File: src/pkg/sarr_pkg.sv
package sarr_pkg;

    // ------------------------------------------------------------
    // Clock and serial rate
    // ------------------------------------------------------------
    localparam int unsigned CLK_HZ = 10_000_000;
    localparam int unsigned SCLK_MAX_HZ = 200_000;
    // Least half period, rounded up so the link never beats the limit
    localparam int unsigned SCLK_HALF_CYC = (CLK_HZ + 2 * SCLK_MAX_HZ - 1) / (2 * SCLK_MAX_HZ);

    // ------------------------------------------------------------
    // Frame layout
    // ------------------------------------------------------------
    localparam int unsigned BYTE_W = 8;
    localparam int unsigned RESULT_W = 12;
    localparam int unsigned FRAME_BYTES = 3;
    localparam int unsigned OUT_BITS = 16;
    localparam int unsigned PAD_HI_W = 3;
    localparam logic [2:0] BIT_LAST = 3'h7;
    localparam logic [4:0] OUT_LAST = 5'h0F;
    localparam logic [1:0] BYTE_CFG = 2'h0;
    localparam logic [1:0] BYTE_HI = 2'h1;
    localparam logic [1:0] BYTE_LO = 2'h2;
    localparam logic [7:0] HI_MASK = 8'h1F;
    localparam logic [7:0] LO_MASK = 8'hFE;
    localparam logic [7:0] CFG_CH0_SE = 8'h08;
    localparam logic [7:0] FILL_BYTE = 8'h00;

    // Pin order in the device synchroniser vector
    localparam int unsigned PIN_CS = 2;
    localparam int unsigned PIN_SCLK = 1;
    localparam int unsigned PIN_MOSI = 0;

endpackage

File: src/pkg/sarr_link_if.sv
`timescale 1ns/1ps
interface sarr_link_if;
    logic cs;
    logic sclk;
    logic mosi;
    logic miso;
    modport host (output cs, output sclk, output mosi, input miso);
    modport adc (input cs, input sclk, input mosi, output miso);
endinterface

File: src/sarr_host.sv
`timescale 1ns/1ps
module sarr_host
    import sarr_pkg::*;
#(
    parameter int unsigned HALF_CYC = SCLK_HALF_CYC
) (
    input wire logic clk_sys, // System clock
    input wire logic sys_rst, // Synchronous reset, high
    sarr_link_if.host link, // Four-wire link
    input wire logic start, // Pulse: begin one conversion
    input wire logic [BYTE_W-1:0] config_byte, // Config byte to send
    output logic busy, // Exchange in progress
    output logic [RESULT_W-1:0] result, // Right-justified result
    output logic result_valid // Pulse: result updated
);

    typedef enum logic [1:0] {ST_IDLE, ST_LOW, ST_HIGH, ST_GAP} sarr_host_state_type;

    localparam int unsigned TICK_W = (HALF_CYC > 1) ? $clog2(HALF_CYC) : 1;
    localparam logic [TICK_W-1:0] TICK_LAST = TICK_W'(HALF_CYC - 1);
    localparam logic [TICK_W-1:0] TICK_ZERO = '0;

    // ------------------------------------------------------------
    // State
    // ------------------------------------------------------------
    sarr_host_state_type state;
    sarr_host_state_type next_state;
    logic [TICK_W-1:0] tick_cnt;
    logic [2:0] bit_cnt;
    logic [1:0] byte_idx;
    logic [BYTE_W-1:0] tx_shift;
    logic [BYTE_W-1:0] rx_shift;
    logic [BYTE_W-1:0] byte_hi;
    logic cs;
    logic sclk;
    logic mosi;
    logic miso_s1;
    logic miso_s2;

    // ------------------------------------------------------------
    // Decoding
    // ------------------------------------------------------------
    wire tick_done = (tick_cnt == TICK_LAST);
    wire bit_last = (bit_cnt == BIT_LAST);
    wire in_idle = (state == ST_IDLE);
    wire go = in_idle & start;
    wire rise_now = (state == ST_LOW) & tick_done;
    wire fall_now = (state == ST_HIGH) & tick_done;
    wire byte_end = fall_now & bit_last;
    wire gap_end = (state == ST_GAP) & tick_done;
    wire frame_end = gap_end & (byte_idx == BYTE_LO);
    wire next_byte = gap_end & (byte_idx != BYTE_LO);
    wire [BYTE_W-1:0] rx_next = {rx_shift[BYTE_W-2:0], miso_s2};
    wire [BYTE_W-1:0] tx_next = {tx_shift[BYTE_W-2:0], 1'b0};
    // Mask pads of both result bytes, then drop the trailing pad
    wire [OUT_BITS-1:0] joined = {byte_hi & HI_MASK, rx_shift & LO_MASK};
    wire [RESULT_W-1:0] right_just = joined[RESULT_W:1];

    always_comb begin
        next_state = state;
        unique case (state)
            ST_IDLE: begin
                if (start) begin
                    next_state = ST_LOW;
                end
            end
            ST_LOW: begin
                if (tick_done) begin
                    next_state = ST_HIGH;
                end
            end
            ST_HIGH: begin
                if (tick_done) begin
                    next_state = bit_last ? ST_GAP : ST_LOW;
                end
            end
            ST_GAP: begin
                if (tick_done) begin
                    next_state = (byte_idx == BYTE_LO) ? ST_IDLE : ST_LOW;
                end
            end
        endcase
    end

    assign link.cs = cs;
    assign link.sclk = sclk;
    assign link.mosi = mosi;

    // ------------------------------------------------------------
    // Result pin synchroniser
    // ------------------------------------------------------------
    always_ff @(posedge clk_sys) begin
        if (sys_rst) begin
            miso_s1 <= 1'b0;
            miso_s2 <= 1'b0;
        end else begin
            miso_s1 <= link.miso;
            miso_s2 <= miso_s1;
        end
    end

    // ------------------------------------------------------------
    // Sequencing and half-period timer
    // ------------------------------------------------------------
    always_ff @(posedge clk_sys) begin
        if (sys_rst) begin
            state <= ST_IDLE;
            tick_cnt <= TICK_ZERO;
        end else begin
            state <= next_state;
            // Every non-idle step lasts one half period
            if (in_idle || tick_done) begin
                tick_cnt <= TICK_ZERO;
            end else begin
                tick_cnt <= tick_cnt + 1'b1;
            end
        end
    end

    // ------------------------------------------------------------
    // Link pins and shifters
    // ------------------------------------------------------------
    always_ff @(posedge clk_sys) begin
        if (sys_rst) begin
            cs <= 1'b0;
            sclk <= 1'b0;
            mosi <= 1'b0;
            bit_cnt <= 3'h0;
            byte_idx <= BYTE_CFG;
            tx_shift <= 8'h00;
            rx_shift <= 8'h00;
        end else begin
            if (go) begin
                // Config bit set up a full half period before the first rise
                cs <= 1'b1;
                tx_shift <= config_byte;
                mosi <= config_byte[BYTE_W-1];
                byte_idx <= BYTE_CFG;
                bit_cnt <= 3'h0;
            end
            if (rise_now) begin
                sclk <= 1'b1;
            end
            if (fall_now) begin
                // Sample at end of high half; covers sync and device lag
                sclk <= 1'b0;
                rx_shift <= rx_next;
                bit_cnt <= bit_cnt + 3'h1;
                if (!bit_last) begin
                    tx_shift <= tx_next;
                    mosi <= tx_shift[BYTE_W-2];
                end
            end
            if (gap_end && byte_idx == BYTE_CFG) begin
                cs <= 1'b0;
            end
            if (next_byte) begin
                // Result bytes carry no command; fill is sent
                byte_idx <= byte_idx + 2'h1;
                tx_shift <= FILL_BYTE;
                mosi <= FILL_BYTE[BYTE_W-1];
            end
        end
    end

    // ------------------------------------------------------------
    // Result assembly
    // ------------------------------------------------------------
    always_ff @(posedge clk_sys) begin
        if (sys_rst) begin
            byte_hi <= 8'h00;
            result <= 12'h000;
            result_valid <= 1'b0;
            busy <= 1'b0;
        end else begin
            result_valid <= 1'b0;
            if (go) begin
                busy <= 1'b1;
            end
            if (byte_end && byte_idx == BYTE_HI) begin
                // Last bit lands on this same edge
                byte_hi <= rx_next;
            end
            if (frame_end) begin
                // Third byte is complete in rx_shift by now
                result <= right_just;
                result_valid <= 1'b1;
                busy <= 1'b0;
            end
        end
    end

endmodule

File: src/flat_wrapper.sv
// flat-port wrapper written by rule: the top's interface ports become plain ports
module sarr_host_flat import sarr_pkg::*;
#(
    parameter int unsigned HALF_CYC = SCLK_HALF_CYC
)
  (clk_sys, sys_rst, start, config_byte, busy, result, result_valid, link_cs, link_sclk, link_mosi, link_miso);
  sarr_link_if link_i ();
  input wire logic clk_sys;
  input wire logic sys_rst;
  input wire logic start;
  input wire logic [BYTE_W-1:0] config_byte;
  output logic busy;
  output logic [RESULT_W-1:0] result;
  output logic result_valid;
  output wire logic [$bits(link_i.cs)-1:0] link_cs;
  output wire logic [$bits(link_i.sclk)-1:0] link_sclk;
  output wire logic [$bits(link_i.mosi)-1:0] link_mosi;
  input wire logic [$bits(link_i.miso)-1:0] link_miso;
  assign link_cs = link_i.cs;
  assign link_sclk = link_i.sclk;
  assign link_mosi = link_i.mosi;
  assign link_i.miso = link_miso;
  sarr_host #(.HALF_CYC(HALF_CYC)) u_core (.clk_sys(clk_sys), .sys_rst(sys_rst), .link(link_i), .start(start), .config_byte(config_byte), .busy(busy), .result(result), .result_valid(result_valid));
endmodule
File: config.mk
export PLATFORM = sky130hd
export DESIGN_NAME = sarr_host_flat
export DESIGN_NICKNAME = d
export VERILOG_FILES = /design/src/pkg/sarr_pkg.sv /design/src/pkg/sarr_link_if.sv /design/src/sarr_host.sv /design/src/flat_wrapper.sv
export SDC_FILE = /design/constraint.sdc
export NUM_CORES = 1
export LEC_CHECK = 0
export BUFFER_PORTS_ARGS = -buffer_cell sky130_fd_sc_hd__buf_2
export CAP_MARGIN = 30
export CORE_ASPECT_RATIO = 0.6
export CORE_MARGIN = 1
export CORE_UTILIZATION = 59
export DETAILED_ROUTE_END_ITERATION = 8
export GPL_ROUTABILITY_DRIVEN = 1
export GPL_TIMING_DRIVEN = 1
export PLACE_DENSITY = 0.81
export SYNTH_ARGS = -nofsm -noshare
export SYNTH_HDL_FRONTEND = slang
export SYNTH_SLANG_ARGS = --single-unit
File: constraint.sdc
create_clock -name clk_sys -period 2.61 [get_ports clk_sys]
set_input_delay 0.1305 -clock clk_sys [delete_from_list [all_inputs] [get_ports clk_sys]]
set_output_delay 0.1305 -clock clk_sys [all_outputs]
set_load 0.05 [all_outputs]
# Yosys cells after proc, flatten, opt, wreduce, memory -nomap -nowiden
# Cells that the tools add are included.
[op_classes]
n_eq_ne = 12
muxes = 18
addsub = 3
bitwise = 7
reduce_logical = 13
[ops]
columns = ["cell", "n"]
rows = [
  ["$mux 8", 3],
  ["$mux 2", 7],
  ["$reduce_or 2->1", 5],
  ["$pmux 2 s4", 1],
  ["$and 1x1->1", 7],
  ["$eq 2x2->1 const B", 3],
  ["$mux 3", 2],
  ["$ne 2x1->1 const B", 3],
  ["$add 5x1->5 const B", 1],
  ["$eq 5x5->1 const B", 1],
  ["$mux 1", 5],
  ["$eq 2x1->1 const B", 2],
  ["$logic_not 2->1", 2],
  ["$ne 2x2->1 const B", 2],
  ["$reduce_and 4->1", 1],
  ["$reduce_bool 2->1", 2],
  ["$add 3x1->3 const B", 1],
  ["$eq 3x3->1 const B", 1],
  ["$add 2x1->2 const B", 1],
  ["$logic_and 1x1->1", 2],
  ["$logic_or 1x1->1", 1],
]
[word_totals]
output_inout_bits = 17
ff_bits = 52
word_cells = 68

# Longest topological paths before layout
[logic_depth]
depth_word = 5
mapped_depth = 7
ltp_nobuf = 5

# Worst setup path after synthesis
# No wires, ideal clock.
[synth_timing]
path_type = "flip-flop to flip-flop"
from = "register u_core.bit_cnt[0]"
to = "register u_core.tx_shift[0]"
period_less_slack_ns = 1.785
required_ns = 2.470
n_path_buf = 2
path_stages_with_launch = 8
arrival_time_ns = 1.646
setup_ns = 0.140
slack_ns = 0.825
cell_sequence = "dfxtp_1 ha_1 ha_1 or3b_1 buf_2 or2_0 buf_6 nor3b_1"
[synth_between]
elab_chain_len = 3
[synth_lines]
columns = ["item", "line", "source"]
rows = [
  ["from (decl)", "sarr_host.sv:29", "logic [2:0] bit_cnt;"],
  ["from (signal assigned)", "sarr_host.sv:148", "bit_cnt <= bit_cnt + 3'h1;"],
  ["$eq 3x3->1", "sarr_host.sv:44", "wire bit_last = (bit_cnt == BIT_LAST);"],
  ["$mux 8", "sarr_host.sv:149", "if (!bit_last) begin"],
  ["$mux 8", "sarr_host.sv:144", "if (fall_now) begin"],
  ["to (signal assigned)", "sarr_host.sv:136", "tx_shift <= config_byte;"],
  ["to (signal assigned)", "sarr_host.sv:150", "tx_shift <= tx_next;"],
  ["to (decl)", "sarr_host.sv:31", "logic [BYTE_W-1:0] tx_shift;"],
]
# Every way passes these cells.
# A chain may end at the register's enable or synchronous reset.

# Worst setup path in the final report
# Ends and elaborated chain as after synthesis.

==> implementation parameters <==
Parameter                              Value

Status
  Run status ... complete, no violations

Global route
  Final global-route overflow total ... 0
  Maximum number of pins on one net before global-route repair ... 39
  First-pass GRT wire length ... 7990 µm
  Overall Global Routing Usage ... 26.7%
  Via count of the first global-routing pass ... 1628
  Number of antenna violations at the first check in global routing ... 0

Power
  Lkg Pwr ... 0.882 nW
  Peak VDD IR ... 0.440 mV
  Pwr per Cell Area ... 567 mW/mm²
  Post-layout power ... 1.39 mW

Floorplan
  Core Area ... 0.00342 mm²
  Number of top-level design ports ... 29
  Die boundary width ... 81.1 µm
  Vertical die dimension ... 49.5 µm
  FP Rows ... 16
  Die outline area ... 0.00401 mm²
  Initial cell density of the core ... 64.7%

Route
  Final wirelength ... 4660 µm
  Via-per-instance ratio ... 5.99
  Routed len/inst ... 15.0 µm
  Post-detailed-route DRC marker count ... 0
  Number of violations reported at the end of detailed-routing iteration 0 ... 243
  Final antenna-violating net count ... 0
  Routed via count ... 1858
  TritonRoute pass-1 iters ... 5

STA
  Skew final ... 0.00654 ns
  TNS Setup ... 0 ns
  Transition at the pin with the smallest max-transition slack ... 0.704 ns
  Final setup violation count ... 0
  Setup ws final ... 0.493 ns
  Worst max-slew margin expressed relative to the limit ... 53.1%
  RSZ-0062 raised after global routing ... no
  Timing-limited maximum frequency ... 472 MHz
  Period minus WS final ... 2.12 ns
  Final Max Slew Viols ... 0
  Portion of the clock cycle consumed by the worst path in the final layout ... 81.1%
  Final Hold Vio Count ... 0

Synthesis
  Yosys synthesis warning count ... 0
  Net Count, Synth ... 265
  Number of distinct library cells after synthesis ... 36
  EDFF count, synth ... 0
  Synth async-reset ratio ... 0%
  Register bit count reported by yosys ... 51
  Gate count after technology mapping ... 246
  Mapped Avg Cell Area ... 9.00 µm²
  Prevailing post-synth register cell ... sky130_fd_sc_hd__dfxtp_1
  Netlist area before placement ... 0.00221 mm²
  Post-synthesis sequential area ratio ... 46.1%

Clocking
  Post-CTS repair timing setup buffer count ... 0
  TritonCTS clock tree ... built
  Buffers from clock root to sink, at most ... 2
  Clock transition at the registers of the reported paths ... 0.09 ns
  Number of sinks handled by clock tree synthesis ... 51
  Clock Latency Late Sink ... 0.31 ns
  Number of buffers inserted during clock tree synthesis ... 5
  Root Buffer ... sky130_fd_sc_hd__clkbuf_8
  CTS H-tree lvls ... 2
  CTS-repair resized insts ... 0
  Hold-fix buffers at CTS ... 0

Placement
  Port bufs ... 28
  RePlAce Congestion ... 0.810
  Placed Instance Area ... 0.00236 mm²
  Final HPWL from detailed placement ... 3130 µm
  Worst setup slack after placement ... 0.516 ns

Setup path
  Element type at the critical path start ... register
  Crit Reg-Reg Endpoint ... u_core.tx_shift[0]$_SDFF_PP0_
  Beginning of the worst register-to-register path ... u_core.bit_cnt[0]$_SDFFE_PP0P_
  Worst-path maximum fanout ... 8
  Number of cells traversed by the worst register-to-register path ... 5
  Worst setup slack for register-to-register paths ... 0.49 ns
  Class of the most critical setup path ... register to register
  Data arrival time of the critical path ... 2.29 ns
  Crit end category ... register
  Data required time at the worst endpoint ... 2.79 ns

Layout
  Fraction of final layout cells with drive strength greater than 1 ... 19.2%
  Nets@finish ... 283
  Number of antenna repair diodes ... 0
  Layout area overhead ... 10.8%
  Core occupancy in the finished layout ... 71.7%
  Fillers ... 278
  Final Instance Area ... 0.00245 mm²

Run
  Number of maximum-capacitance constraint violations ... 0

Worst hold path
  Sink of the worst hold path ... u_core.miso_s1$_SDFF_PP0_
  Worst min-delay path startpoint ... link_miso
  Min-delay worst type ... input port to register
  Worst hold path cell count ... 2
==> critical path, cell delays in order, from the launching register on <==
cell	delay [ns]
sky130_fd_sc_hd__dfxtp_1	0.33
sky130_fd_sc_hd__ha_1	0.19
sky130_fd_sc_hd__ha_1	0.21
sky130_fd_sc_hd__or3b_1	0.49
sky130_fd_sc_hd__or2_0	0.50
sky130_fd_sc_hd__nor3b_1	0.26
==> cells in the final DEF (no fill, tap or decap) <==
cell type	n
sky130_fd_sc_hd__ha_1	7
sky130_fd_sc_hd__buf_4	7
sky130_fd_sc_hd__and4b_1	1
sky130_fd_sc_hd__a211oi_2	7
sky130_fd_sc_hd__nand2_1	3
sky130_fd_sc_hd__nand4_1	5
sky130_fd_sc_hd__o211ai_1	5
sky130_fd_sc_hd__or4_1	2
sky130_fd_sc_hd__inv_1	8
sky130_fd_sc_hd__nand4b_1	2
sky130_fd_sc_hd__o31ai_4	1
sky130_fd_sc_hd__clkbuf_8	6
sky130_fd_sc_hd__nor3_1	8
sky130_fd_sc_hd__mux2i_1	8
sky130_fd_sc_hd__and2_1	1
sky130_fd_sc_hd__o31ai_1	1
sky130_fd_sc_hd__nor2_1	6
sky130_fd_sc_hd__or2b_1	1
sky130_fd_sc_hd__a31oi_1	2
sky130_fd_sc_hd__a21oi_1	33
sky130_fd_sc_hd__a311oi_1	1
sky130_fd_sc_hd__nor2b_1	3
sky130_fd_sc_hd__and3_1	1
sky130_fd_sc_hd__or3_1	1
sky130_fd_sc_hd__clkinvlp_4	1
sky130_fd_sc_hd__buf_2	28
sky130_fd_sc_hd__clkinv_4	1
sky130_fd_sc_hd__o21ai_0	26
sky130_fd_sc_hd__or3b_1	2
sky130_fd_sc_hd__xnor2_1	1
sky130_fd_sc_hd__xor2_1	2
sky130_fd_sc_hd__nand3_1	26
sky130_fd_sc_hd__o311ai_0	2
sky130_fd_sc_hd__o22ai_1	1
sky130_fd_sc_hd__dfxtp_1	51
sky130_fd_sc_hd__nor3b_1	2
sky130_fd_sc_hd__nand2b_1	1
sky130_fd_sc_hd__or2_0	1
==> power breakdown <==
group	switching, mW	internal [mW]
Sequential	0.0148	0.795
Clock	0.266	0.217
Combinational	0.0625	0.0370
==> worst max-delay path by stage <==
stage / startpoint / endpoint / depth (start not counted)
final: u_core.bit_cnt[0]$_SDFFE_PP0P_ / u_core.tx_shift[0]$_SDFF_PP0_ / 5
after global routing: u_core.bit_cnt[0]$_SDFFE_PP0P_ / u_core.tx_shift[5]$_SDFF_PP0_ / 5
after CTS: u_core.bit_cnt[0]$_SDFFE_PP0P_ / u_core.tx_shift[0]$_SDFF_PP0_ / 5
after detailed placement: u_core.bit_cnt[0]$_SDFFE_PP0P_ / u_core.tx_shift[0]$_SDFF_PP0_ / 5
after global placement: u_core.bit_cnt[0]$_SDFFE_PP0P_ / u_core.tx_shift[0]$_SDFF_PP0_ / 5
after floorplan: u_core.bit_cnt[0]$_SDFFE_PP0P_ / u_core.tx_shift[0]$_SDFF_PP0_ / 7
==> registers in the layout (all words and copies together) (netlist names) <==
signal,cells
u_core.state,2
u_core.miso_s2,1
u_core.tick_cnt,5
u_core.busy,1
u_core.rx_shift,8
u_core.link.mosi,1
u_core.link.sclk,1
u_core.byte_hi,5
u_core.byte_idx,2
u_core.link.cs,1
u_core.result_valid,1
u_core.miso_s1,1
u_core.tx_shift,7
u_core.bit_cnt,3
u_core.result,12
==> synthesized netlist by cell type, types with 2 or more instances <==
cell	count	share of area (%)
sky130_fd_sc_hd__or3b_1	2	0.79
sky130_fd_sc_hd__dfxtp_1	51	46
sky130_fd_sc_hd__a21oi_1	33	7.5
sky130_fd_sc_hd__a31oi_1	2	0.56
sky130_fd_sc_hd__nor2_1	6	1.0
sky130_fd_sc_hd__o211ai_1	5	1.7
sky130_fd_sc_hd__nand2_1	3	0.51
sky130_fd_sc_hd__or4_1	2	0.68
sky130_fd_sc_hd__nand3_1	26	5.9
sky130_fd_sc_hd__nand4b_1	2	0.79
sky130_fd_sc_hd__ha_1	7	4.0
sky130_fd_sc_hd__buf_2	8	1.8
sky130_fd_sc_hd__xor2_1	2	0.79
sky130_fd_sc_hd__nand4_1	5	1.4
sky130_fd_sc_hd__clkbuf_1	15	2.5
sky130_fd_sc_hd__nor3b_1	2	0.68
sky130_fd_sc_hd__nor2b_1	3	0.85
sky130_fd_sc_hd__o21ai_0	26	5.9
sky130_fd_sc_hd__inv_1	8	1.4
sky130_fd_sc_hd__nor3_1	8	1.8
sky130_fd_sc_hd__o311ai_0	2	0.79
sky130_fd_sc_hd__a211oi_2	7	4.0
sky130_fd_sc_hd__mux2i_1	8	3.6
==> stage by stage <==
step | hold slack, ns | instances
3_5_place_dp | 0.351 | 302
3_3_place_gp | 0.339 | 302
6_report | 0.0302 | 310
5_1_grt | 0.0224 | 310
2_1_floorplan | 0.259 | 246
4_1_cts | 0.0246 | 310
==> routing by layer <==
layer	global-route usage (%)	vias up	wire length [µm]
li1	-	933	-
met1	43.3	859	2480
met2	32.5	62	1860
met3	6.11	4	283
met4	10.7	0	45
met5	0	-	0
==> final cells by class <==
type | count | area (µm²) | share of cell area [%]
Sequential cell | 51 | 1020 | 41.6
Clock inverter | 2 | 16.3 | 0.663
Timing Repair Buffer | 35 | 193 | 7.85
Tap cell | 45 | 56.3 | 2.29
Inverter | 8 | 30.0 | 1.22
Multi-Input combinational cell | 163 | 1060 | 43.0
Clock buffer | 6 | 82.6 | 3.36
==> logic make-up after synthesis <==
group	Yosys count	share of synthesized area, %
xor gates and xnor gates	3	1.19
DFF	51	46.1
and+or+nand+nor	66	16.6
muxes	8	3.62
buffers and inverters	32	6.21
adders and majority gates	7	3.95
AOI/OAI and AO/OA	79	22.3
Power figures use the tool's default switching activity.
